<file path="src/cpwd_map.vh">
// register map, field positions and reset values of the counter array
//
// Overview of operation
// - frequency output toggles, adds high byte to low
// - compare, flip and width bits pick frequency
// - 8-bit width: high on match, low on overflow
// - low-byte wrap reloads compare low from high
// - compare plus width, no flip, no 16: 8-bit
// - low write clears compare enable, high sets
// - 8-bit duty is 256 minus high over 256
// - 16-bit width: high on match, low on overflow
// - compare, width and sixteen bits pick 16-bit
// - watchdog: module 4 high vs counter high
// - reset: watchdog on, divide by 12, zeros
// - watchdog freezes counter, timebase, idle, module 4
// - watchdog keeps counter on; run bit reads software
// - update write loads counter high plus offset
// - reset on low overflow while update matches high
// - writing module 4 flag one forces reset
// - enable or lock enables; lock holds until reset
// - timeout 256 times offset plus 256 minus low
// - timebase select chooses one of six sources
`ifndef CPWD_MAP_VH
`define CPWD_MAP_VH

`define CPWD_A_CTRL     8'h00
`define CPWD_A_MODE     8'h01
`define CPWD_A_CNTL     8'h02
`define CPWD_A_CNTH     8'h03
`define CPWD_A_CPM      8'h08
`define CPWD_A_CPL      8'h10
`define CPWD_A_CPH      8'h18

`define CPWD_CTRL_CF    7
`define CPWD_CTRL_CR    6
`define CPWD_MODE_IDLE_SUSPEND  7
`define CPWD_MODE_WDOG_ENABLE  6
`define CPWD_MODE_WDOG_LOCK 5
`define CPWD_MODE_CPS_H 3
`define CPWD_MODE_CPS_L 1
`define CPWD_MODE_ECF   0

`define CPWD_CPM_W16    7
`define CPWD_CPM_ECOM   6
`define CPWD_CPM_MAT    3
`define CPWD_CPM_TOG    2
`define CPWD_CPM_PWM    1

`define CPWD_MODE_RST   8'h40
`define CPWD_CPM_RST    8'h00
`define CPWD_CPM_TIMER  8'h48
`define CPWD_WD_MODULE  4

`define CPWD_TB_DIV12   3'h0
`define CPWD_TB_DIV4    3'h1
`define CPWD_TB_TMR0    3'h2
`define CPWD_TB_ECI     3'h3
`define CPWD_TB_SYS     3'h4
`define CPWD_TB_EXT8    3'h5

`define CPWD_DIV12      4'hc
`define CPWD_DIV4       4'h4
`define CPWD_EXT_DIV    3'h7

`endif

</file>
<file path="src/cpwd_dummy_guard.v">
`timescale 1ns/10ps
`default_nettype none
`default_nettype wire

</file>
<file path="src/cpwd_ccm.v">
// one capture/compare module in its output modes
`timescale 1ns/10ps
`default_nettype none
`include "cpwd_map.vh"
module cpwd_ccm (
  input  wire        clk,
  input  wire        rst,
  input  wire        tick,
  input  wire [15:0] cnt_nx,
  input  wire        wr_mode,
  input  wire        wr_lo,
  input  wire        wr_hi,
  input  wire [7:0]  wdata,
  input  wire [7:0]  hi_data,
  input  wire        wd_mode,
  input  wire        flag_wr,
  input  wire        flag_val,
  output reg  [7:0]  mode_reg,
  output reg  [7:0]  lo_reg,
  output reg  [7:0]  hi_reg,
  output reg         pin_reg,
  output reg         flag_reg
);
  wire [7:0] mode_eff;
  wire       ecom;
  wire       fout;
  wire       pwm8;
  wire       pwm16;
  wire       ovf8;
  wire       ovf16;
  wire       hit8;
  wire       hit16;
  wire       hw_set;

  // watchdog forces software timer mode
  assign mode_eff = wd_mode ? `CPWD_CPM_TIMER : mode_reg;
  assign ecom  = mode_eff[`CPWD_CPM_ECOM];
  assign fout  = ecom & mode_eff[`CPWD_CPM_TOG] & mode_eff[`CPWD_CPM_PWM];
  assign pwm8  = ecom & ~mode_eff[`CPWD_CPM_TOG] & mode_eff[`CPWD_CPM_PWM]
                 & ~mode_eff[`CPWD_CPM_W16];
  assign pwm16 = ecom & ~mode_eff[`CPWD_CPM_TOG] & mode_eff[`CPWD_CPM_PWM]
                 & mode_eff[`CPWD_CPM_W16];
  assign ovf8  = cnt_nx[7:0] == 8'h00;
  assign ovf16 = cnt_nx == 16'h0000;
  assign hit8  = cnt_nx[7:0] == lo_reg;
  assign hit16 = cnt_nx == {hi_reg, lo_reg};
  assign hw_set = tick & ecom & mode_eff[`CPWD_CPM_MAT] & ~wd_mode
                  & (pwm8 ? hit8 : hit16);

  always @(posedge clk) begin
    if (rst) begin
      mode_reg <= `CPWD_CPM_RST;
      lo_reg   <= 8'h00;
      hi_reg   <= 8'h00;
      pin_reg  <= 1'b0;
      flag_reg <= 1'b0;
    end else begin
      // hardware set wins over a software clear
      if (hw_set)
        flag_reg <= 1'b1;
      else if (flag_wr)
        flag_reg <= flag_val;
      if (wr_mode && !wd_mode)
        mode_reg <= wdata;
      else if (wr_hi)
        mode_reg[`CPWD_CPM_ECOM] <= 1'b1;
      else if (wr_lo)
        mode_reg[`CPWD_CPM_ECOM] <= 1'b0;
      if (wr_hi)
        hi_reg <= hi_data;
      if (wr_lo)
        lo_reg <= wdata;
      else if (tick && fout && hit8)
        lo_reg <= lo_reg + hi_reg;
      else if (tick && pwm8 && ovf8)
        lo_reg <= hi_reg;
      if (mode_eff[`CPWD_CPM_PWM] && !mode_eff[`CPWD_CPM_TOG] && !ecom)
        pin_reg <= 1'b0;
      else if (tick && fout && hit8)
        pin_reg <= ~pin_reg;
      else if (tick && pwm8) begin
        // a zero high byte keeps the output high through overflow
        if (ovf8)
          pin_reg <= hi_reg == 8'h00;
        else if (hit8)
          pin_reg <= 1'b1;
      end else if (tick && pwm16) begin
        if (ovf16)
          pin_reg <= {hi_reg, lo_reg} == 16'h0000;
        else if (hit16)
          pin_reg <= 1'b1;
      end
    end
  end
endmodule
`default_nettype wire

</file>
<file path="src/cpwd_top.v">
// counter array with output-mode modules and watchdog on module 4
//
// The strobed register port and the address map were chosen for this implementation.
`timescale 1ns/10ps
`default_nettype none
`include "cpwd_map.vh"
module cpwd_top #(
  parameter N_MOD = 5
) (
  input  wire             clk,
  input  wire             rst,
  input  wire [7:0]       reg_addr,
  input  wire [7:0]       reg_wdata,
  input  wire             reg_wr,
  input  wire             reg_rd,
  output reg  [7:0]       reg_rdata,
  input  wire             tmr0_ovf,
  input  wire             cpu_idle,
  input  wire             ext_count_pin,
  input  wire             ext_osc_pin,
  output wire [N_MOD-1:0] module_output_pin,
  output reg              wdog_reset
);
  reg  [3:0]  div_cnt_reg;
  reg         tick12_reg;
  reg         tick4_reg;
  reg  [1:0]  d4_cnt_reg;
  reg  [1:0]  eci_sync_reg;
  reg         eci_last_reg;
  reg  [1:0]  osc_sync_reg;
  reg         osc_last_reg;
  reg  [2:0]  osc_div_reg;
  reg  [15:0] cnt_reg;
  reg         cr_reg;
  reg         cf_reg;
  reg  [7:0]  mode_reg;
  reg         src_tick;
  reg  [7:0]  rd_next;

  wire        wd_en;
  wire        run;
  wire        tick;
  wire [15:0] cnt_nx;
  wire [2:0]  tb_sel;
  wire        eci_fall;
  wire        osc_rise;
  wire        wr_ctrl;
  wire        wr_mode;
  wire        wr_cntl;
  wire        wr_cnth;
  wire [7:0]  mode_q  [0:N_MOD-1];
  wire [7:0]  lo_q    [0:N_MOD-1];
  wire [7:0]  hi_q    [0:N_MOD-1];
  wire [N_MOD-1:0] flag_q;
  wire [N_MOD-1:0] pin_q;
  wire        wd_hit;
  wire        wd_force;

  assign wd_en = mode_reg[`CPWD_MODE_WDOG_ENABLE] | mode_reg[`CPWD_MODE_WDOG_LOCK];
  assign run   = cr_reg | wd_en;
  assign tb_sel = mode_reg[`CPWD_MODE_CPS_H:`CPWD_MODE_CPS_L];
  assign eci_fall = eci_last_reg & ~eci_sync_reg[1];
  assign osc_rise = ~osc_last_reg & osc_sync_reg[1];
  assign tick = run & src_tick
                & ~(mode_reg[`CPWD_MODE_IDLE_SUSPEND] & cpu_idle);
  assign cnt_nx = cnt_reg + 16'h0001;

  assign wr_ctrl = reg_wr && reg_addr == `CPWD_A_CTRL;
  assign wr_mode = reg_wr && reg_addr == `CPWD_A_MODE;
  assign wr_cntl = reg_wr && reg_addr == `CPWD_A_CNTL && !wd_en;
  assign wr_cnth = reg_wr && reg_addr == `CPWD_A_CNTH && !wd_en;
  assign module_output_pin = pin_q;

  // timebase dividers and synchronised edge sources
  always @(posedge clk) begin
    if (rst) begin
      div_cnt_reg  <= 4'h0;
      tick12_reg   <= 1'b0;
      d4_cnt_reg   <= 2'h0;
      tick4_reg    <= 1'b0;
      eci_sync_reg <= 2'h3;
      eci_last_reg <= 1'b1;
      osc_sync_reg <= 2'h0;
      osc_last_reg <= 1'b0;
      osc_div_reg  <= 3'h0;
    end else begin
      if (div_cnt_reg == `CPWD_DIV12 - 4'h1) begin
        div_cnt_reg <= 4'h0;
        tick12_reg  <= 1'b1;
      end else begin
        div_cnt_reg <= div_cnt_reg + 4'h1;
        tick12_reg  <= 1'b0;
      end
      d4_cnt_reg   <= d4_cnt_reg + 2'h1;
      tick4_reg    <= d4_cnt_reg == 2'h3;
      eci_sync_reg <= {eci_sync_reg[0], ext_count_pin};
      eci_last_reg <= eci_sync_reg[1];
      osc_sync_reg <= {osc_sync_reg[0], ext_osc_pin};
      osc_last_reg <= osc_sync_reg[1];
      if (osc_rise)
        osc_div_reg <= osc_div_reg + 3'h1;
    end
  end

  always @* begin
    case (tb_sel)
      `CPWD_TB_DIV12: src_tick = tick12_reg;
      `CPWD_TB_DIV4:  src_tick = tick4_reg;
      `CPWD_TB_TMR0:  src_tick = tmr0_ovf;
      `CPWD_TB_ECI:   src_tick = eci_fall;
      `CPWD_TB_SYS:   src_tick = 1'b1;
      `CPWD_TB_EXT8:  src_tick = osc_rise && osc_div_reg == `CPWD_EXT_DIV;
      default:        src_tick = 1'b0;
    endcase
  end

  // counter, run bit, overflow flag and mode register
  always @(posedge clk) begin
    if (rst) begin
      cnt_reg  <= 16'h0000;
      cr_reg   <= 1'b0;
      cf_reg   <= 1'b0;
      mode_reg <= `CPWD_MODE_RST;
    end else begin
      if (wr_cntl)
        cnt_reg[7:0] <= reg_wdata;
      else if (wr_cnth)
        cnt_reg[15:8] <= reg_wdata;
      else if (tick)
        cnt_reg <= cnt_nx;
      if (tick && cnt_nx == 16'h0000)
        cf_reg <= 1'b1;
      else if (wr_ctrl)
        cf_reg <= reg_wdata[`CPWD_CTRL_CF];
      if (wr_ctrl)
        cr_reg <= reg_wdata[`CPWD_CTRL_CR];
      if (wr_mode) begin
        if (!wd_en)
          mode_reg <= {reg_wdata[7:5], 1'b0, reg_wdata[3:0]};
        else if (!mode_reg[`CPWD_MODE_WDOG_LOCK])
          mode_reg[`CPWD_MODE_WDOG_ENABLE] <= reg_wdata[`CPWD_MODE_WDOG_ENABLE];
      end
    end
  end

  genvar gi;
  generate
    for (gi = 0; gi < N_MOD; gi = gi + 1) begin : g_mod
      localparam [7:0] MOD_IDX = gi;
      wire is_wd;
      wire wr_lo;
      wire wr_hi;
      assign is_wd = (gi == `CPWD_WD_MODULE) && wd_en;
      assign wr_lo = reg_wr && reg_addr == `CPWD_A_CPL + MOD_IDX;
      assign wr_hi = reg_wr && reg_addr == `CPWD_A_CPH + MOD_IDX;
      cpwd_ccm u_ccm (
        .clk      (clk),
        .rst      (rst),
        .tick     (tick),
        .cnt_nx   (cnt_nx),
        .wr_mode  (reg_wr && reg_addr == `CPWD_A_CPM + MOD_IDX),
        .wr_lo    (wr_lo),
        .wr_hi    (wr_hi),
        .wdata    (reg_wdata),
        .hi_data  (is_wd ? cnt_reg[15:8] + lo_q[gi] : reg_wdata),
        .wd_mode  (is_wd),
        .flag_wr  (wr_ctrl),
        .flag_val (reg_wdata[gi]),
        .mode_reg (mode_q[gi]),
        .lo_reg   (lo_q[gi]),
        .hi_reg   (hi_q[gi]),
        .pin_reg  (pin_q[gi]),
        .flag_reg (flag_q[gi])
      );
    end
  endgenerate

  // timeout: low byte overflows while update byte equals counter high
  assign wd_hit = wd_en && tick && cnt_reg[7:0] == 8'hff
                  && hi_q[`CPWD_WD_MODULE] == cnt_reg[15:8];
  assign wd_force = wd_en && wr_ctrl && reg_wdata[`CPWD_WD_MODULE];

  always @(posedge clk) begin
    if (rst)
      wdog_reset <= 1'b0;
    else
      wdog_reset <= wd_hit | wd_force;
  end

  // read mux, data one cycle after the strobe
  always @* begin
    rd_next = 8'h00;
    if (reg_addr == `CPWD_A_CTRL)
      rd_next = {cf_reg, cr_reg, 1'b0, flag_q[4:0]};
    else if (reg_addr == `CPWD_A_MODE)
      rd_next = mode_reg;
    else if (reg_addr == `CPWD_A_CNTL)
      rd_next = cnt_reg[7:0];
    else if (reg_addr == `CPWD_A_CNTH)
      rd_next = cnt_reg[15:8];
    else if (reg_addr >= `CPWD_A_CPM && reg_addr < `CPWD_A_CPM + N_MOD)
      rd_next = mode_q[reg_addr[2:0]];
    else if (reg_addr >= `CPWD_A_CPL && reg_addr < `CPWD_A_CPL + N_MOD)
      rd_next = lo_q[reg_addr[2:0]];
    else if (reg_addr >= `CPWD_A_CPH && reg_addr < `CPWD_A_CPH + N_MOD)
      rd_next = hi_q[reg_addr[2:0]];
  end

  always @(posedge clk) begin
    if (rst)
      reg_rdata <= 8'h00;
    else if (reg_rd)
      reg_rdata <= rd_next;
    else
      reg_rdata <= 8'h00;
  end
endmodule
`default_nettype wire

</file>
<file path="config.mk">
export PLATFORM = sky130hd
export DESIGN_NAME = cpwd_top
export DESIGN_NICKNAME = d
export VERILOG_FILES = /design/src/cpwd_dummy_guard.v /design/src/cpwd_ccm.v /design/src/cpwd_top.v
export VERILOG_INCLUDE_DIRS = /design/src
export SDC_FILE = /design/constraint.sdc
export NUM_CORES = 1
export LEC_CHECK = 0
export BUFFER_PORTS_ARGS = -buffer_cell sky130_fd_sc_hd__buf_4
export CAP_MARGIN = 0
export CELL_PAD_IN_SITES_DETAIL_PLACEMENT = 0
export CELL_PAD_IN_SITES_GLOBAL_PLACEMENT = 1
export CORE_MARGIN = 4
export CORE_UTILIZATION = 49
export CTS_CLUSTER_DIAMETER = 120
export CTS_CLUSTER_SIZE = 30
export DETAILED_ROUTE_END_ITERATION = 10
export GPL_TIMING_DRIVEN = 1
export HOLD_SLACK_MARGIN = 0.15
export PLACE_DENSITY_LB_ADDON = 0.2
export SETUP_SLACK_MARGIN = 0.1
export SYNTH_ARGS = -nofsm -noshare
export SYNTH_HDL_FRONTEND = slang
export SYNTH_SLANG_ARGS = --single-unit
</file>
<file path="constraint.sdc">
create_clock -name clk -period 3.45 [get_ports clk]
set_input_delay 0.5175 -clock clk [delete_from_list [all_inputs] [get_ports clk]]
set_output_delay 0.5175 -clock clk [all_outputs]
set_load 0.05 [all_outputs]
</file>
# After elaboration in Yosys (flattened, before gate mapping)
# Cells that the tools add are included.
dict set report word_totals {
  reg_bits 181
  input_bits 24
  elab_cells 431
}
dict set report op_classes {
  addsub 10
  n_lt_le_gt_ge 7
  n_eq_ne 45
  n_mux 108
  n_bitwise 76
  n_reduce_logical 137
}
# operator count
set ops {}
lappend ops {{two-way mux 8 bit} 33}
lappend ops {{logical NOT 16 bit} 6}
lappend ops {{== test 16 bit} 5}
lappend ops {{== test 8 x 5 -> 1 bit, second input constant} 10}
lappend ops {{binary-select mux 8 bit (select 3 bit)} 3}
lappend ops {{two-way mux 1 bit} 70}
lappend ops {{logical AND 1 bit} 67}
lappend ops {{logical NOT 8 bit} 7}
lappend ops {{AND 1 bit} 51}
lappend ops {{adder 8 bit} 6}
lappend ops {{== test 8 bit} 6}
lappend ops {{nonzero test 3 bit} 15}
lappend ops {{== test 8 x 4 -> 1 bit, second input constant} 5}
lappend ops {{NOT 1 bit} 21}
lappend ops {{nonzero test 4 bit} 5}
lappend ops {{adder 16 x 1 -> 16 bit, second input constant} 1}
lappend ops {{== test 8 x 2 -> 1 bit, second input constant} 2}
lappend ops {{>= comparator 8 x 5 -> 1 bit, second input constant} 2}
lappend ops {{less-than comparator 8 x 5 -> 1 bit, second input constant} 2}
lappend ops {{two-way mux 16 bit} 1}
lappend ops {{!= test 4 x 2 -> 1 bit, second input constant} 4}
lappend ops {{nonzero test 2 bit} 8}
lappend ops {{AND reduction 3 bit} 5}
lappend ops {{OR reduction 2 bit} 7}
lappend ops {{22 further kinds} 41}

# Longest topological paths before layout
dict set report logic_depth {
  ltp_word 11
  mapped_depth 12
}

# Hierarchy
# A second synthesis with hierarchy kept.
dict set report hier_totals {
  cells_unflattened 1598
  area_unflattened_um2 13257.7
}
# module n_inst cells_per_inst area_per_inst_um2 seq_area_each_um2
set modules_own_cells {}
lappend modules_own_cells {cpwd_ccm 5 205 1749.2 520.5}
lappend modules_own_cells {cpwd_top 1 573 4511.8 1021.0}

# Worst setup path before layout
# Ideal clock, no wire load.
dict set report synth_timing {
  path_kind {register to register}
  start {reg cnt_reg[1]}
  end {reg g_mod[3].u_ccm.pin_reg}
  arrival_ns 2.738
  required_ns 3.320
  setup_slack_ns 0.582
  stages_incl_launch_ff 11
  n_path_buf 1
  path_cell_list {dfxtp_1 > ha_1 > nand2_1 > nor4_1 > xnor2_1 > nor2b_1 > and4_1 > buf_2 > nor2_1 > o41ai_1 > a211oi_1}
}
dict set report synth_between {
  elab_chain_len 6
  word_cells_on_any_way 15
}
# element line
set synth_rtl {}
lappend synth_rtl {{from (decl)} cpwd_top.v:33} ;# reg [15:0] cnt_reg;
lappend synth_rtl {{from (signal assigned)} cpwd_top.v:126} ;# cnt_reg[7:0] <= reg_wdata;
lappend synth_rtl {{from (signal assigned)} cpwd_top.v:130} ;# cnt_reg <= cnt_nx;
lappend synth_rtl {{adder 16 x 1 -> 16 bit (*)} cpwd_top.v:66} ;# assign cnt_nx = cnt_reg + 16'h0001;
lappend synth_rtl {{logical NOT 16 bit} cpwd_ccm.v:44} ;# assign ovf16 = cnt_nx == 16'h0000;
lappend synth_rtl {{two-way mux 1 bit} cpwd_ccm.v:88} ;# if (ovf16)
lappend synth_rtl {{two-way mux 1 bit} cpwd_ccm.v:87} ;# end else if (tick && pwm16) begin
lappend synth_rtl {{two-way mux 1 bit} cpwd_ccm.v:81} ;# else if (tick && pwm8) begin
lappend synth_rtl {{two-way mux 1 bit} cpwd_ccm.v:79} ;# else if (tick && fout && hit8)
lappend synth_rtl {{to (signal assigned)} cpwd_ccm.v:80} ;# pin_reg <= ~pin_reg;
lappend synth_rtl {{to (decl)} cpwd_ccm.v:21} ;# output reg pin_reg,
# Mark *: on every way between the ends. The rest lies on a longest branch, timed or not. The select of a mux whose other input is x is not followed.
# A chain may end at the register's enable or synchronous reset.

# Worst setup path after layout
dict set report layout_timing {
  start {reg cnt_reg[1]}
  end {reg g_mod[4].u_ccm.pin_reg}
}
dict set report layout_between {
  elab_chain_len 6
  word_cells_on_any_way 15
}
# element line
set layout_rtl {}
lappend layout_rtl {{adder 16 x 1 -> 16 bit (*)} cpwd_top.v:66}
lappend layout_rtl {{logical NOT 16 bit} cpwd_ccm.v:44}
lappend layout_rtl {{two-way mux 1 bit} cpwd_ccm.v:88}
lappend layout_rtl {{two-way mux 1 bit} cpwd_ccm.v:87}
lappend layout_rtl {{two-way mux 1 bit} cpwd_ccm.v:81}
lappend layout_rtl {{two-way mux 1 bit} cpwd_ccm.v:79}
lappend layout_rtl {{to (signal assigned)} cpwd_ccm.v:80}
lappend layout_rtl {{to (decl)} cpwd_ccm.v:21}
# Marked as above.

==> qor.yml <==
run_status:
  outcome: "completed"
yosys:
  yosys.area.top_type: "dfxtp_1"
  syn_avg_cell_area_sq_um: 8.560
  synthArstFlopShare_pct: 0
  ys_ff_latch: 181
  netlist_instances: 1614
  synth_ff_type: "dfxtp_1"
  yosysSeqAreaShare_pct: 26.23
  ys_types: 90
  synth_top_cells_by_area: "dfxtp_1, mux2i_1, xnor3_1, nor2_1, ha_1"
  syn_area_sq_mm: 0.01382
  synth_nets: 1691
  ys_warn_count: 0
  yosysTopAreaCellShare_pct: 26.23
  synth_edf_count: 0
route:
  vias_per_cell: 6.500
  ant_nets: 0
  dr.pass1.iters: 6
  post-route-drc-count: 0
  drt_iter0_markers: 1526
  routedWlPerCell_microns: 26.73
  num_vias: 13311
  routed_wirelength_microns: 54730
setup_path:
  arrival_ns: 3.51
  endpoint_kind: "flip-flop"
  critPathRequiredTime_ns: 3.81
  worstSetupPathType: "reg -> reg"
  critPathLaunchType: "flip-flop"
  cp_max_fo: 8
floorplanning:
  die_w_microns: 175.9
  dieHeight_microns: 175.9
  pin_count: 38
  start_util_pct: 49.73
  dieArea_sq_mm: 0.03095
  core_area_sq_mm: 0.02778
  row_count: 61
global_route:
  grt_pass1_wl_microns: 81560
  grtUsageTotal_pct: 35.04
  antenna_found_initial: 1
  grt_overflow: 0
  grt_start_max_net_pins: 66
  grt_pass1_vias: 12481
power:
  p_per_area_mw_per_mm2: 287.2
  total_power_w: 0.004445
  vdd_drop_max_uv: 331.6
  leakagePower_nw: 6.318
clock_network:
  root_buffer: "clkbuf_16"
  htreeDepth: 4
  clock-sinks: 181
  cts_tree: "done"
  clock_latency_ns: 0.46
  cts_setup_buffers: 0
  clk_pin_slew_worst_paths_ns: 0.09
  clock_path_buffers: 2
  cts_made_buffers: 17
finish:
  final_layout_size_suffix_gt1_share_pct: 15.33
  nets: 1734
  area_growth_pct: 12.04
  final_common_cell: "dfxtp_1"
  final_cell_mix: "dfxtp_1, nor2_1, buf_4"
  diodes: 0
placement:
  place_ws_ns: 0.2086
  gp_congestion: 0.9803
  io_buffers: 37
  dp_hpwl_microns: 40660
job:
  maxCapViolCount: 0
sta:
  finalCritPeriodShare_pct: 91.24
  post-route-min-period_ns: 3.148
  grt_setup_unrepaired: "false"
  finalHoldViolations: 0
  setup_viol: 0
  fin_skew_ns: 0.02251
  slew_headroom_pct: 31.13
  fmax_mhz: 317.7
  tightest_slew_ns: 1.031
  worst_slack_ns: 0.3023
  drv_slew: 0
  setup-tns-final_ns: 0
worst_hold_path:
  hold_path.class: "in -> reg"
## critical path: stages, from the launching register on
cell      delay (ns)
dfxtp_1         0.52
ha_2            0.32
nand2_1         0.26
nor4_2          0.34
buf_4           0.23
xnor3_1         0.18
o211ai_1        0.09
or4_1           0.54
a31oi_1         0.26
a31oi_1         0.11
a211oi_1        0.21
## cells in the mapped netlist, types with 13 or more instances
cell type / n
a211o_1: 14
a211oi_1: 15
a21o_1: 14
a21oi_1: 97
a311oi_1: 13
buf_2: 14
clkbuf_1: 78
dfxtp_1: 181
ha_1: 47
inv_1: 50
mux2_2: 16
mux2i_1: 93
mux4_2: 18
nand2_1: 139
nand2b_1: 15
nand3_1: 67
nand4_1: 18
nor2_1: 175
nor2b_1: 17
nor3_1: 34
nor4_1: 16
o21ai_0: 65
o22ai_1: 17
xnor2_1: 53
xnor3_1: 41
xor2_1: 32
## area by class of cell
cell class | instances | area [sq um]
Clock inverter | 15 | 196.4
Tap cell | 378 | 473.0
Clock buffer | 17 | 425.4
Multi-Input combinational cell | 1267 | 9522
Timing Repair Buffer | 140 | 1051
Inverter | 50 | 187.7
Fill cell | 2627 | 12300
Sequential cell | 181 | 3623
## worst paths after layout
path	end	start	slack [ns]	cells past startpoint
setup / recovery	g_mod[4].u_ccm.pin_reg	cnt_reg[1]	0.30	10
hold / removal	eci_sync_reg[0]	ext_count_pin	0.24	2
setup reg to reg	g_mod[4].u_ccm.pin_reg	cnt_reg[1]	0.30	10
hold reg to reg	d4_cnt_reg[0]	d4_cnt_reg[0]	0.42	1
## per-stage QoR
step | hold WS [ns] | utilization (%) | std cells | instance area, sq um
final | 0.2356 | 55.72 | 2048 | 15480
after global routing | 0.2295 | 55.72 | 2048 | 15480
after CTS | 0.2314 | 55.55 | 2048 | 15430
after detailed placement | 0.3952 | 53.31 | 2016 | 14810
after global placement | 0.3961 | 53.31 | 2016 | 14810
after floorplan | 0.3895 | - | 1614 | 13820
## what timing repair did
item	CTS	global route
gates resized for setup	0	8
hold endpoints to repair	0	0
hold buffers	0	0
endpoints found under the setup margin	0	9
## report_power, final
group          leakage [nW]  total [W]  switching [W]  internal [W]
sequential             1.46    0.00211     0.00000824       0.00210
combinational          4.56   0.000261       0.000191     0.0000705
clock                 0.298    0.00208        0.00108      0.000995
## metal layers
layer	share of wire [%]	vias to the layer above	global-route usage [%]
li1	-	6008	-
met1	41	6415	46.94
met2	45	724	55.17
met3	9.0	164	6.845
met4	5.2	0	15.43
met5	0	-	0
## cells by family (layout without fill, tap and decap cells)
logic type | Yosys count | in the layout | share of synthesized area, %
AOI/OAI and AO/OA | 380 | 380 | 18.65
muxes | 127 | 127 | 10.98
buffers and inverters | 166 | 222 | 5.216
DFF | 181 | 181 | 26.23
xor gates and xnor gates | 129 | 129 | 12.53
adders and majority gates | 53 | 53 | 5.126
and+or+nand+nor | 578 | 578 | 21.27
Power figures use the tool's default switching activity.
